`config.mk`:
```
export PLATFORM = sky130hd
export DESIGN_NAME = dac_serial_config_port
export DESIGN_NICKNAME = d
export VERILOG_FILES = /design/src/dac_spi_pkg.sv /design/src/dac_serial_config_port.sv
export VERILOG_INCLUDE_DIRS = /design/src
export SDC_FILE = /design/constraint.sdc
export NUM_CORES = 1
export LEC_CHECK = 0
export BUFFER_PORTS_ARGS = -buffer_cell sky130_fd_sc_hd__buf_4
export CAP_MARGIN = 30
export CORE_AREA = 3 3 159 161
export CTS_BUF_LIST = sky130_fd_sc_hd__clkbuf_2 sky130_fd_sc_hd__clkbuf_4 sky130_fd_sc_hd__clkbuf_8
export DETAILED_ROUTE_END_ITERATION = 12
export DIE_AREA = 0 0 162 164
export PLACE_DENSITY = 0.8
export SYNTH_ARGS = -nofsm -noshare
export SYNTH_HDL_FRONTEND = slang
export SYNTH_SLANG_ARGS = --single-unit
```
`constraint.sdc`:
```
create_clock -name clk -period 2.92 [get_ports clk]
set_input_delay 0.146 -clock clk [delete_from_list [all_inputs] [get_ports clk]]
set_output_delay 0.146 -clock clk [all_outputs]
set_load 0.005 [all_outputs]
```
`src/dac_spi_defs.svh`:
```
// Offsets, field positions, reset values and timing counts of the serial config port.
// Assumes inclusion by bare name from the port module.
`ifndef DAC_SPI_DEFS_SVH
`define DAC_SPI_DEFS_SVH
// ****************************************
// Register map
// ****************************************
`define OPT_ADDR       7'h00
`define OPT_3WIRE_BIT  7
`define OPT_LSB_BIT    6
`define OPT_SWRST_BIT  5
`define OPT_MASK       8'hE0
`define OPT_RESET      8'h00
`define REG_RESET      8'h00
`define BIT_LAST       3'h7
// ****************************************
// Timing
// ****************************************
`define CLK_PERIOD_NS  8
`define HW_RST_MIN_NS  40
`define HW_RST_MIN_CYC ((`HW_RST_MIN_NS + `CLK_PERIOD_NS - 1) / `CLK_PERIOD_NS)
`define SCLK_MAX_MHZ   20
`endif

```
`src/dac_spi_pkg.sv`:
```
// Types shared by the serial config port.
// Assumes the defs header is on the include path.
package dac_spi_pkg;
	// Transfer phase: instruction byte, then data byte
	typedef enum logic {st_instr, st_data} phase_t;
	typedef logic [7:0] byte_t;
endpackage : dac_spi_pkg

```
`src/dac_serial_config_port.sv`:
```
// Serial configuration port with register file and internal reset.
// Assumes a bidirectional data pin resolved outside from sdio_oe_n, and
// serial pins asynchronous to clk, sampled here at 125 MHz.
//
// What this block does
// - Internal reset is POR, pin, soft bit ORed
// - Pin and soft reset restore defaults, port-option register kept
// - Soft reset bit high holds reset, then low
// - Bit 6 selects LSB-first for all bytes
// - Bit 7 selects 3-wire, data on data pin
// - 4-wire output driven only during read data
// - Instruction is read flag, 7-bit address, data
// - Sample on rising, shift out on falling
// - Register updates at last data bit
// - Chip select high mid-byte resets the port
`timescale 1ns/1ps
`include "dac_spi_defs.svh"
module dac_serial_config_port #(
	parameter int NUM_REGS = 32,
	parameter int ADDR_W   = 7
) (
	// Clock and power-on reset
	input  wire logic clk,
	input  wire logic rst_n,
	// Hardware reset pin, active high
	input  wire logic hw_reset,
	// Serial pins
	input  wire logic sclk,
	input  wire logic cs_n,
	input  wire logic sdio_in,
	output logic      sdio_out,
	output logic      sdio_oe_n,
	output logic      serial_data_output,
	output logic      serial_data_output_oe_n,
	// Status
	output logic      internal_reset
);
	// ****************************************
	// Pin synchronisers
	// ****************************************
	logic [3:0] sync1;
	logic [3:0] sync2;
	logic       sclk_prev;
	logic       sclk_s;
	logic       cs_n_s;
	logic       sdio_s;
	logic       hw_s;
	logic       sclk_rise;
	logic       sclk_fall;

	// Two flops per pin; only the second stage feeds logic
	always_ff @(posedge clk or negedge rst_n) begin
		if (!rst_n) begin
			sync1     <= 4'h2;
			sync2     <= 4'h2;
			sclk_prev <= 1'b0;
		end else begin
			sync1     <= {hw_reset, sdio_in, cs_n, sclk};
			sync2     <= sync1;
			sclk_prev <= sync2[0];
		end
	end

	// Edge detection after the crossing
	assign sclk_s    = sync2[0];
	assign cs_n_s    = sync2[1];
	assign sdio_s    = sync2[2];
	assign hw_s      = sync2[3];
	assign sclk_rise = sclk_s & ~sclk_prev;
	assign sclk_fall = ~sclk_s & sclk_prev;

	// ****************************************
	// Register file
	// ****************************************
	dac_spi_pkg::byte_t mem      [NUM_REGS];
	dac_spi_pkg::byte_t next_mem [NUM_REGS];
	logic               int_rst;
	logic               three_wire;
	logic               lsb_first;
	logic               wr_en;
	dac_spi_pkg::byte_t wr_data;
	logic [ADDR_W-1:0]  addr;

	assign three_wire = mem[0][`OPT_3WIRE_BIT];
	assign lsb_first  = mem[0][`OPT_LSB_BIT];
	// POR is rst_n itself, which resets every flop asynchronously
	assign int_rst    = hw_s | mem[0][`OPT_SWRST_BIT];

	// Port-option register ignores internal reset so the host keeps its framing
	genvar gi;
	generate
		for (gi = 0; gi < NUM_REGS; gi++) begin : g_reg
			always_comb begin
				next_mem[gi] = mem[gi];
				if (gi != 0 && int_rst) begin
					next_mem[gi] = `REG_RESET;
				end else if (wr_en && addr == ADDR_W'(gi)) begin
					next_mem[gi] = (gi == 0) ? (wr_data & `OPT_MASK) : wr_data;
				end
			end
			always_ff @(posedge clk or negedge rst_n) begin
				if (!rst_n) begin
					mem[gi] <= (gi == 0) ? `OPT_RESET : `REG_RESET;
				end else begin
					mem[gi] <= next_mem[gi];
				end
			end
		end
	endgenerate

	// Reset status flop; shows POR during rst_n
	always_ff @(posedge clk or negedge rst_n) begin
		if (!rst_n) begin
			internal_reset <= 1'b1;
		end else begin
			internal_reset <= int_rst;
		end
	end

	// ****************************************
	// Serial engine
	// ****************************************
	// Index width of the register array, so a read never indexes past its end
	localparam int IDX_W = $clog2(NUM_REGS);
	dac_spi_pkg::phase_t phase;
	dac_spi_pkg::phase_t next_phase;
	logic [2:0]          bit_idx;
	logic [2:0]          next_idx;
	dac_spi_pkg::byte_t  shift;
	dac_spi_pkg::byte_t  next_shift;
	dac_spi_pkg::byte_t  shift_in;
	dac_spi_pkg::byte_t  rdata;
	dac_spi_pkg::byte_t  next_rdata;
	logic                rw;
	logic                next_rw;
	logic [ADDR_W-1:0]   next_addr;
	logic                drive;
	logic                next_drive;
	logic                out_bit;
	logic                next_bit;

	// LSB-first fills from the top, so bit 7 is always the read flag
	assign shift_in = lsb_first ? {sdio_s, shift[7:1]} : {shift[6:0], sdio_s};

	// Next state of the engine; holds across a pause at a byte boundary
	always_comb begin
		next_phase = phase;
		next_idx   = bit_idx;
		next_shift = shift;
		next_rw    = rw;
		next_addr  = addr;
		next_rdata = rdata;
		next_drive = drive;
		next_bit   = out_bit;
		wr_en      = 1'b0;
		wr_data    = shift_in;
		if (cs_n_s) begin
			next_drive = 1'b0;
			if (bit_idx != 3'h0) begin
				next_phase = dac_spi_pkg::st_instr;
				next_idx   = 3'h0;
			end
		end else if (sclk_rise) begin
			next_shift = shift_in;
			next_idx   = bit_idx + 3'h1;
			if (bit_idx == `BIT_LAST) begin
				case (phase)
					dac_spi_pkg::st_instr: begin
						next_phase = dac_spi_pkg::st_data;
						next_rw    = shift_in[7];
						next_addr  = shift_in[ADDR_W-1:0];
						next_rdata = (32'(shift_in[ADDR_W-1:0]) < NUM_REGS) ?
							mem[shift_in[IDX_W-1:0]] : 8'h00;
					end
					dac_spi_pkg::st_data: begin
						next_phase = dac_spi_pkg::st_instr;
						wr_en      = ~rw;
						next_drive = 1'b0;
					end
					default: begin
						next_phase = dac_spi_pkg::st_instr;
					end
				endcase
			end
		end else if (sclk_fall && phase == dac_spi_pkg::st_data && rw) begin
			next_drive = 1'b1;
			next_bit   = lsb_first ? rdata[bit_idx] : rdata[`BIT_LAST - bit_idx];
		end
	end

	// Engine registers; pins are driven only while read data shifts
	always_ff @(posedge clk or negedge rst_n) begin
		if (!rst_n) begin
			phase                   <= dac_spi_pkg::st_instr;
			bit_idx                 <= 3'h0;
			shift                   <= 8'h00;
			rw                      <= 1'b0;
			addr                    <= '0;
			rdata                   <= 8'h00;
			drive                   <= 1'b0;
			out_bit                 <= 1'b0;
			sdio_oe_n               <= 1'b1;
			serial_data_output_oe_n <= 1'b1;
		end else begin
			phase                   <= next_phase;
			bit_idx                 <= next_idx;
			shift                   <= next_shift;
			rw                      <= next_rw;
			addr                    <= next_addr;
			rdata                   <= next_rdata;
			drive                   <= next_drive;
			out_bit                 <= next_bit;
			sdio_oe_n               <= ~(next_drive & three_wire);
			serial_data_output_oe_n <= ~(next_drive & ~three_wire);
		end
	end

	assign sdio_out           = out_bit;
	assign serial_data_output = out_bit;
endmodule : dac_serial_config_port

```
[Word level (Yosys, flattened, before mapping)]
Index checks and enable logic that the tools add are counted.
Storage, ports and cells
  register bits: 293
  output and inout port bits: 5
  logic and storage cells: 263
Operators by class
  $add $sub $neg: 2
  order comparisons: 4
  eq/ne operators: 33
  mux-type cells: 89
  bitwise gates (word level): 15
  reductions and logical operators: 74
Operator list (number)
  two-way mux 8 bit: 66
  == test 7 x 5 -> 1 bit (second input constant): 16
  nonzero test 2 bit: 33
  == test 7 x 4 -> 1 bit (second input constant): 8
  binary-select mux 8 bit (select 5 bit): 1
  logical AND 1 bit: 34
  == test 7 x 3 -> 1 bit (second input constant): 4
  two-way mux 1 bit: 16
  == test 7 x 2 -> 1 bit (second input constant): 2
  two-way mux 3 bit: 3
  NOT 1 bit: 9
  < comparator 3 x 4 -> 1 bit (second input constant): 2
  == test 7 x 1 -> 1 bit (second input constant): 1
  zero test 7 bit: 1
  < comparator 7 x 6 -> 1 bit (second input constant): 1
  binary-select mux 1 bit (select 3 bit): 2
  >= comparator 6 bit (second input constant): 1
  NOT 5 -> 6 bit: 1
  AND reduction 3 bit: 2
  AND 1 bit: 4
  AND reduction 2 bit: 2
  AND reduction 4 bit: 1
  adder 3 x 1 -> 3 bit (second input constant): 1
  == test 3 bit (second input constant): 1
  other kinds (5): 5

[Longest topological paths before layout]
  word-level depth: 9
  depth in mapped cells: 10
  depth with buffers taken out: 8

[Worst setup path after synthesis]
Ideal clock, no wire load.
  path kind: reg-to-reg
  start: register sync2[2]
  end: register rdata[6]
  arrival: 2039 ps
  required time: 2791 ps
  setup slack: 753 ps
  cell stages (with the launch flop): 7
  path through: dfrtp_1 -> buf_2 -> mux2i_4 -> mux4_2 -> a22oi_1 -> a21oi_1 -> a2111o_1
Between the ends
  cells in the longest elaborated chain, start to end: 6
  elaborated cells on any way between the ends: 7
  those cells by class: 1 x order compare; 5 x mux; 1 x bitwise
RTL lines
  start: declaration: line dac_serial_config_port.sv:42  | logic [3:0] sync2;
  start signal: assignment: line dac_serial_config_port.sv:59  | sync2 <= sync1;
  two-way mux 8 bit (*): line dac_serial_config_port.sv:143  | assign shift_in = lsb_first ? {sdio_s, shift[7:1]} : {shift[6:0], sdio_s};
  NOT 5 -> 6 bit (not written as such): line dac_serial_config_port.sv:173  | mem[shift_in[IDX_W-1:0]] : 8'h00;
  binary-select mux 8 bit (select 5 bit): line dac_serial_config_port.sv:173
  two-way mux 8 bit (not written as such) (2 in series): line dac_serial_config_port.sv:173
  two-way mux 8 bit (*): line dac_serial_config_port.sv:172  | next_rdata = (32'(shift_in[ADDR_W-1:0]) < NUM_REGS) ?
  end signal: assignment: line dac_serial_config_port.sv:210  | rdata <= next_rdata;
  end: declaration: line dac_serial_config_port.sv:132  | dac_spi_pkg::byte_t rdata;
Every way passes the cells marked *; elsewhere a longest branch is shown, timed or not. The select of a mux whose other input is x is not followed.
A chain may end at the register's enable or synchronous reset.

[Final worst setup path]
  start: register mem, in the netlist lsb_first
  end: register rdata[5]
Between the ends
  cells in the longest elaborated chain, start to end: 6
  elaborated cells on any way between the ends: 7
  those cells by class: 1 x order compare; 5 x mux; 1 x bitwise
RTL lines
  start: declaration: line dac_serial_config_port.sv:75  | dac_spi_pkg::byte_t mem [NUM_REGS];
  start signal: indexed assignment: line dac_serial_config_port.sv:103  | mem[gi] <= (gi == 0) ? `OPT_RESET : `REG_RESET;
  start signal: indexed assignment: line dac_serial_config_port.sv:105  | mem[gi] <= next_mem[gi];
  two-way mux 8 bit (*): line dac_serial_config_port.sv:143
  NOT 5 -> 6 bit (not written as such): line dac_serial_config_port.sv:173
  binary-select mux 8 bit (select 5 bit): line dac_serial_config_port.sv:173
  two-way mux 8 bit (not written as such) (2 in series): line dac_serial_config_port.sv:173
  two-way mux 8 bit (*): line dac_serial_config_port.sv:172
Marked as above.

==> results.md <==
* Total GRT Usage at 35.84%
* Fraction of power spent switching nets at 30.21%
* Reg2reg end: rdata[5]$_DFFE_PN0P_
* Pre-CTS setup slack at 0.2457 ns
* Critical R2R Launch: lsb_first$_DFFE_PN0P_
* CP max FO at 21
* # setup viols final at 0
* Biggest area consumer among synthesized cells: dfrtp_1
* Register area share after synthesis at 47.58%
* #FFs+latches synth at 293
* DR iter-0 viols at 1,602
* CTS Buf Count at 49
* Clock share of power at 39.7%
* Final ANT Viol Nets at 0
* Most common cell after layout, fill and taps aside: nor2_1
* Crit path cell chain: buf_4 > nand2b_1 > o22ai_1 > a221oi_1 > a2bb2oi_1 > o2111ai_1 > o211ai_1
* Warnings from Yosys at 0
* Register clock-pin slew on the reported worst setup and hold paths at 0.07 ns
* Layout Cells excl Fill at 1,965
* Worst VDD drop at 0.4115 mV
* Setup Fix Bufs, Post-CTS at 0
* DR pass1 iterations at 7
* Rel. slew slack at 42.67%
* Hold Fails Final Rpt at 0
* Startpoint class of the critical path: flop
* Final Cell Area at 17,300 µm²
* Largest net degree at the start of global routing at 69
* Synth Flop Type: dfrtp_1
* Ys async rst share at 100.0%
* Hold WS at 0.1416 ns
* Cell area after synthesis at 15,420 µm²
* Internal at 7.007 mW
* Drt total wl at 46.52 mm
* Routed len/inst at 23.67 µm
* Worst EP required at 3.40 ns
* Unrepaired setup endpoints after global routing: false
* Placed cell area at 16,160 µm²
* GPL Wtd Cong at 0.9893
* Fin crit share at 92.58%
* Remaining global-route overflow at 0
* Port buffer count at 10
* Row Count at 57
* Pwr Density at 580.3 nW/µm²
* Worst EP arrival at 3.18 ns
* Synthesized instance count at 1,593
* Die area at 26,570 µm²
* Post-synthesis cell type count at 64
* First-pass GRT wire length at 74.25 mm
* Lkg Pwr at 7.087 nW
* Clock latency on the worst-skew pair at 0.58 ns
* DRC Markers at 0
* Syn Area/Cell at 9.682 µm²
* Vias at 13,344
* Synth area leaders: dfrtp_1 47%, a211oi_1 12%, nor2_1 7.3%
* Max stage delay on crit path at 0.62 ns
* Post-synth EDFFs at 0
* Setup TNS at 0 ns
* Initial antenna violation count at 0
* PnR Total Power at 10.04 mW
* R2R cell count at 7
* Dpl hpwl at 30.73 mm
* Max Clock Skew at 0.02263 ns
* Pins Over Slew Limit at 0
* Fin util at 71.77%
* Gate power share at 18.5%
* Final WS setup at 0.2167 ns
* Fmax at 369.9 MHz
* Clk root buf: clkbuf_8
* FILL cells at 1,803
* Hold WC Path Type: in2async
* Overall die height at 164 µm
* Layout area overhead at 12.18%
* Critical path endpoint category: flop
* I/O pins at 11
* Most frequent cells in the layout: 301 x nor2_1, 285 x dfrtp_1, 237 x a211oi_1
* Die X at 162 µm
* Tmin final at 2.703 ns
* Flop2flop setup slack at 0.22 ns
* Fraction of layout cells with a size suffix above 1 at 18.53%
* H-tree Lvls at 2
* Outcome: complete, no violations
* Core area at 24,110 µm²
* Nets at 1,613
* Reg power frac at 41.8%
* Least-Margin Pin Slew at 0.8420 ns
* Share of Yosys cell area claimed by the top area cell type at 46.73%
* DP Cell Count at 1,872
* Vias in the first global route at 13,191
* Clk sink count at 293
* Ant diodes at 0
* Post-DR vias/cell at 6.791
* Synthesized Nets at 1,602
* Crit Path Class: reg2reg
* Max-cap violations at 0
* Clock Path Buffers at 3
* Initial core utilization at 63.98%
* Switch Pwr at 3.033 mW
* CTS tree: built
* CP max-delay cell: dfrtp_4
-- worst max-delay path by stage --
stage,from,to,slack (ns),cells past startpoint
global placement,lsb_first$_DFFE_PN0P_,rdata[5]$_DFFE_PN0P_,0.33,7
CTS,lsb_first$_DFFE_PN0P_,rdata[5]$_DFFE_PN0P_,0.23,7
finish,lsb_first$_DFFE_PN0P_,rdata[5]$_DFFE_PN0P_,0.22,7
global route,lsb_first$_DFFE_PN0P_,rdata[5]$_DFFE_PN0P_,0.1,7
floorplan,sync2[2]$_DFF_PN0_,rdata[6]$_DFFE_PN0P_,0.75,6
detailed placement,lsb_first$_DFFE_PN0P_,rdata[5]$_DFFE_PN0P_,0.25,7
-- state kept, by name, summed over array words and instances, names as in the netlist, 3 cells and up --
signal   cells
rdata        8
shift        8
sync1        4
sync2        4
addr         7
mem        250
bit_idx      3
-- area by class of cell --
class	count	area, µm²	area share, %
Multi-Input combinational cell	1123	7350	42.48
Sequential cell	293	7347	42.46
Timing Repair Buffer	118	1044	6.031
Clock buffer	80	994.7	5.749
Tap cell	324	405.4	2.343
Clock inverter	8	90.09	0.5207
Inverter	19	71.32	0.4122
-- critical path, delay by kind of cell (launching register included) --
family / cells / cell delay (ns)
simple gates: 1 / 0.41
buf+inv: 1 / 0.26
compound gates: 5 / 1.33
flops: 1 / 0.62
-- logic make-up after synthesis --
kind of cell             after synthesis  synth area share [%]
AND/OR/NAND/NOR                      528                 15.23
adder cells (fa/ha/maj)                3                0.2434
XOR/XNOR                               1               0.05680
multiplexers                          95                 9.751
buffers and inverters                177                 5.257
flip-flops                           293                 47.58
AO/OA/AOI/OAI                        496                 21.88
-- timing repair --
| item | in CTS | in global routing |
|---|---|---|
| hold buffers | 5 | 0 |
| hold endpoints to repair | 66 | 0 |
| endpoints found under the setup margin | 0 | 1 |
| gates resized for setup | 0 | 1 |
-- synthesized netlist by cell type, types with 7 or more instances --
library cell	n
nor2_1	301
mux4_2	42
nand2b_1	14
o21ai_0	55
clkbuf_1	72
nand3_1	24
a211oi_1	237
nand2_1	110
nor2_2	18
a31oi_1	13
o22ai_1	8
dfrtp_1	288
a21oi_1	98
nor2b_1	20
o211ai_1	21
buf_4	11
a21boi_0	7
buf_2	66
mux2_2	9
mux2i_1	42
inv_1	19
-- layer usage --
layer / GRT usage, % / vias to the layer above / wire length (µm) / share of wire (%)
li1: - / 5823 / - / -
met4: 17.60 / 0 / 2571 / 5.5
met3: 6.658 / 204 / 4764 / 10
met1: 49.28 / 6538 / 18250 / 39
met2: 55.50 / 779 / 20920 / 45
met5: 0 / - / 0 / 0
-- power by group through the flow --
stage	clock network [mW]	registers (mW)	logic [mW]
6_report	3.99	4.20	1.86
5_1_grt	4.23	4.19	1.94
4_1_cts	4.01	4.19	1.79
3_5_place_dp	0	4.26	1.78
3_3_place_gp	0	4.26	1.74
2_1_floorplan	0	4.21	1.05
Power figures use the tool's default switching activity.
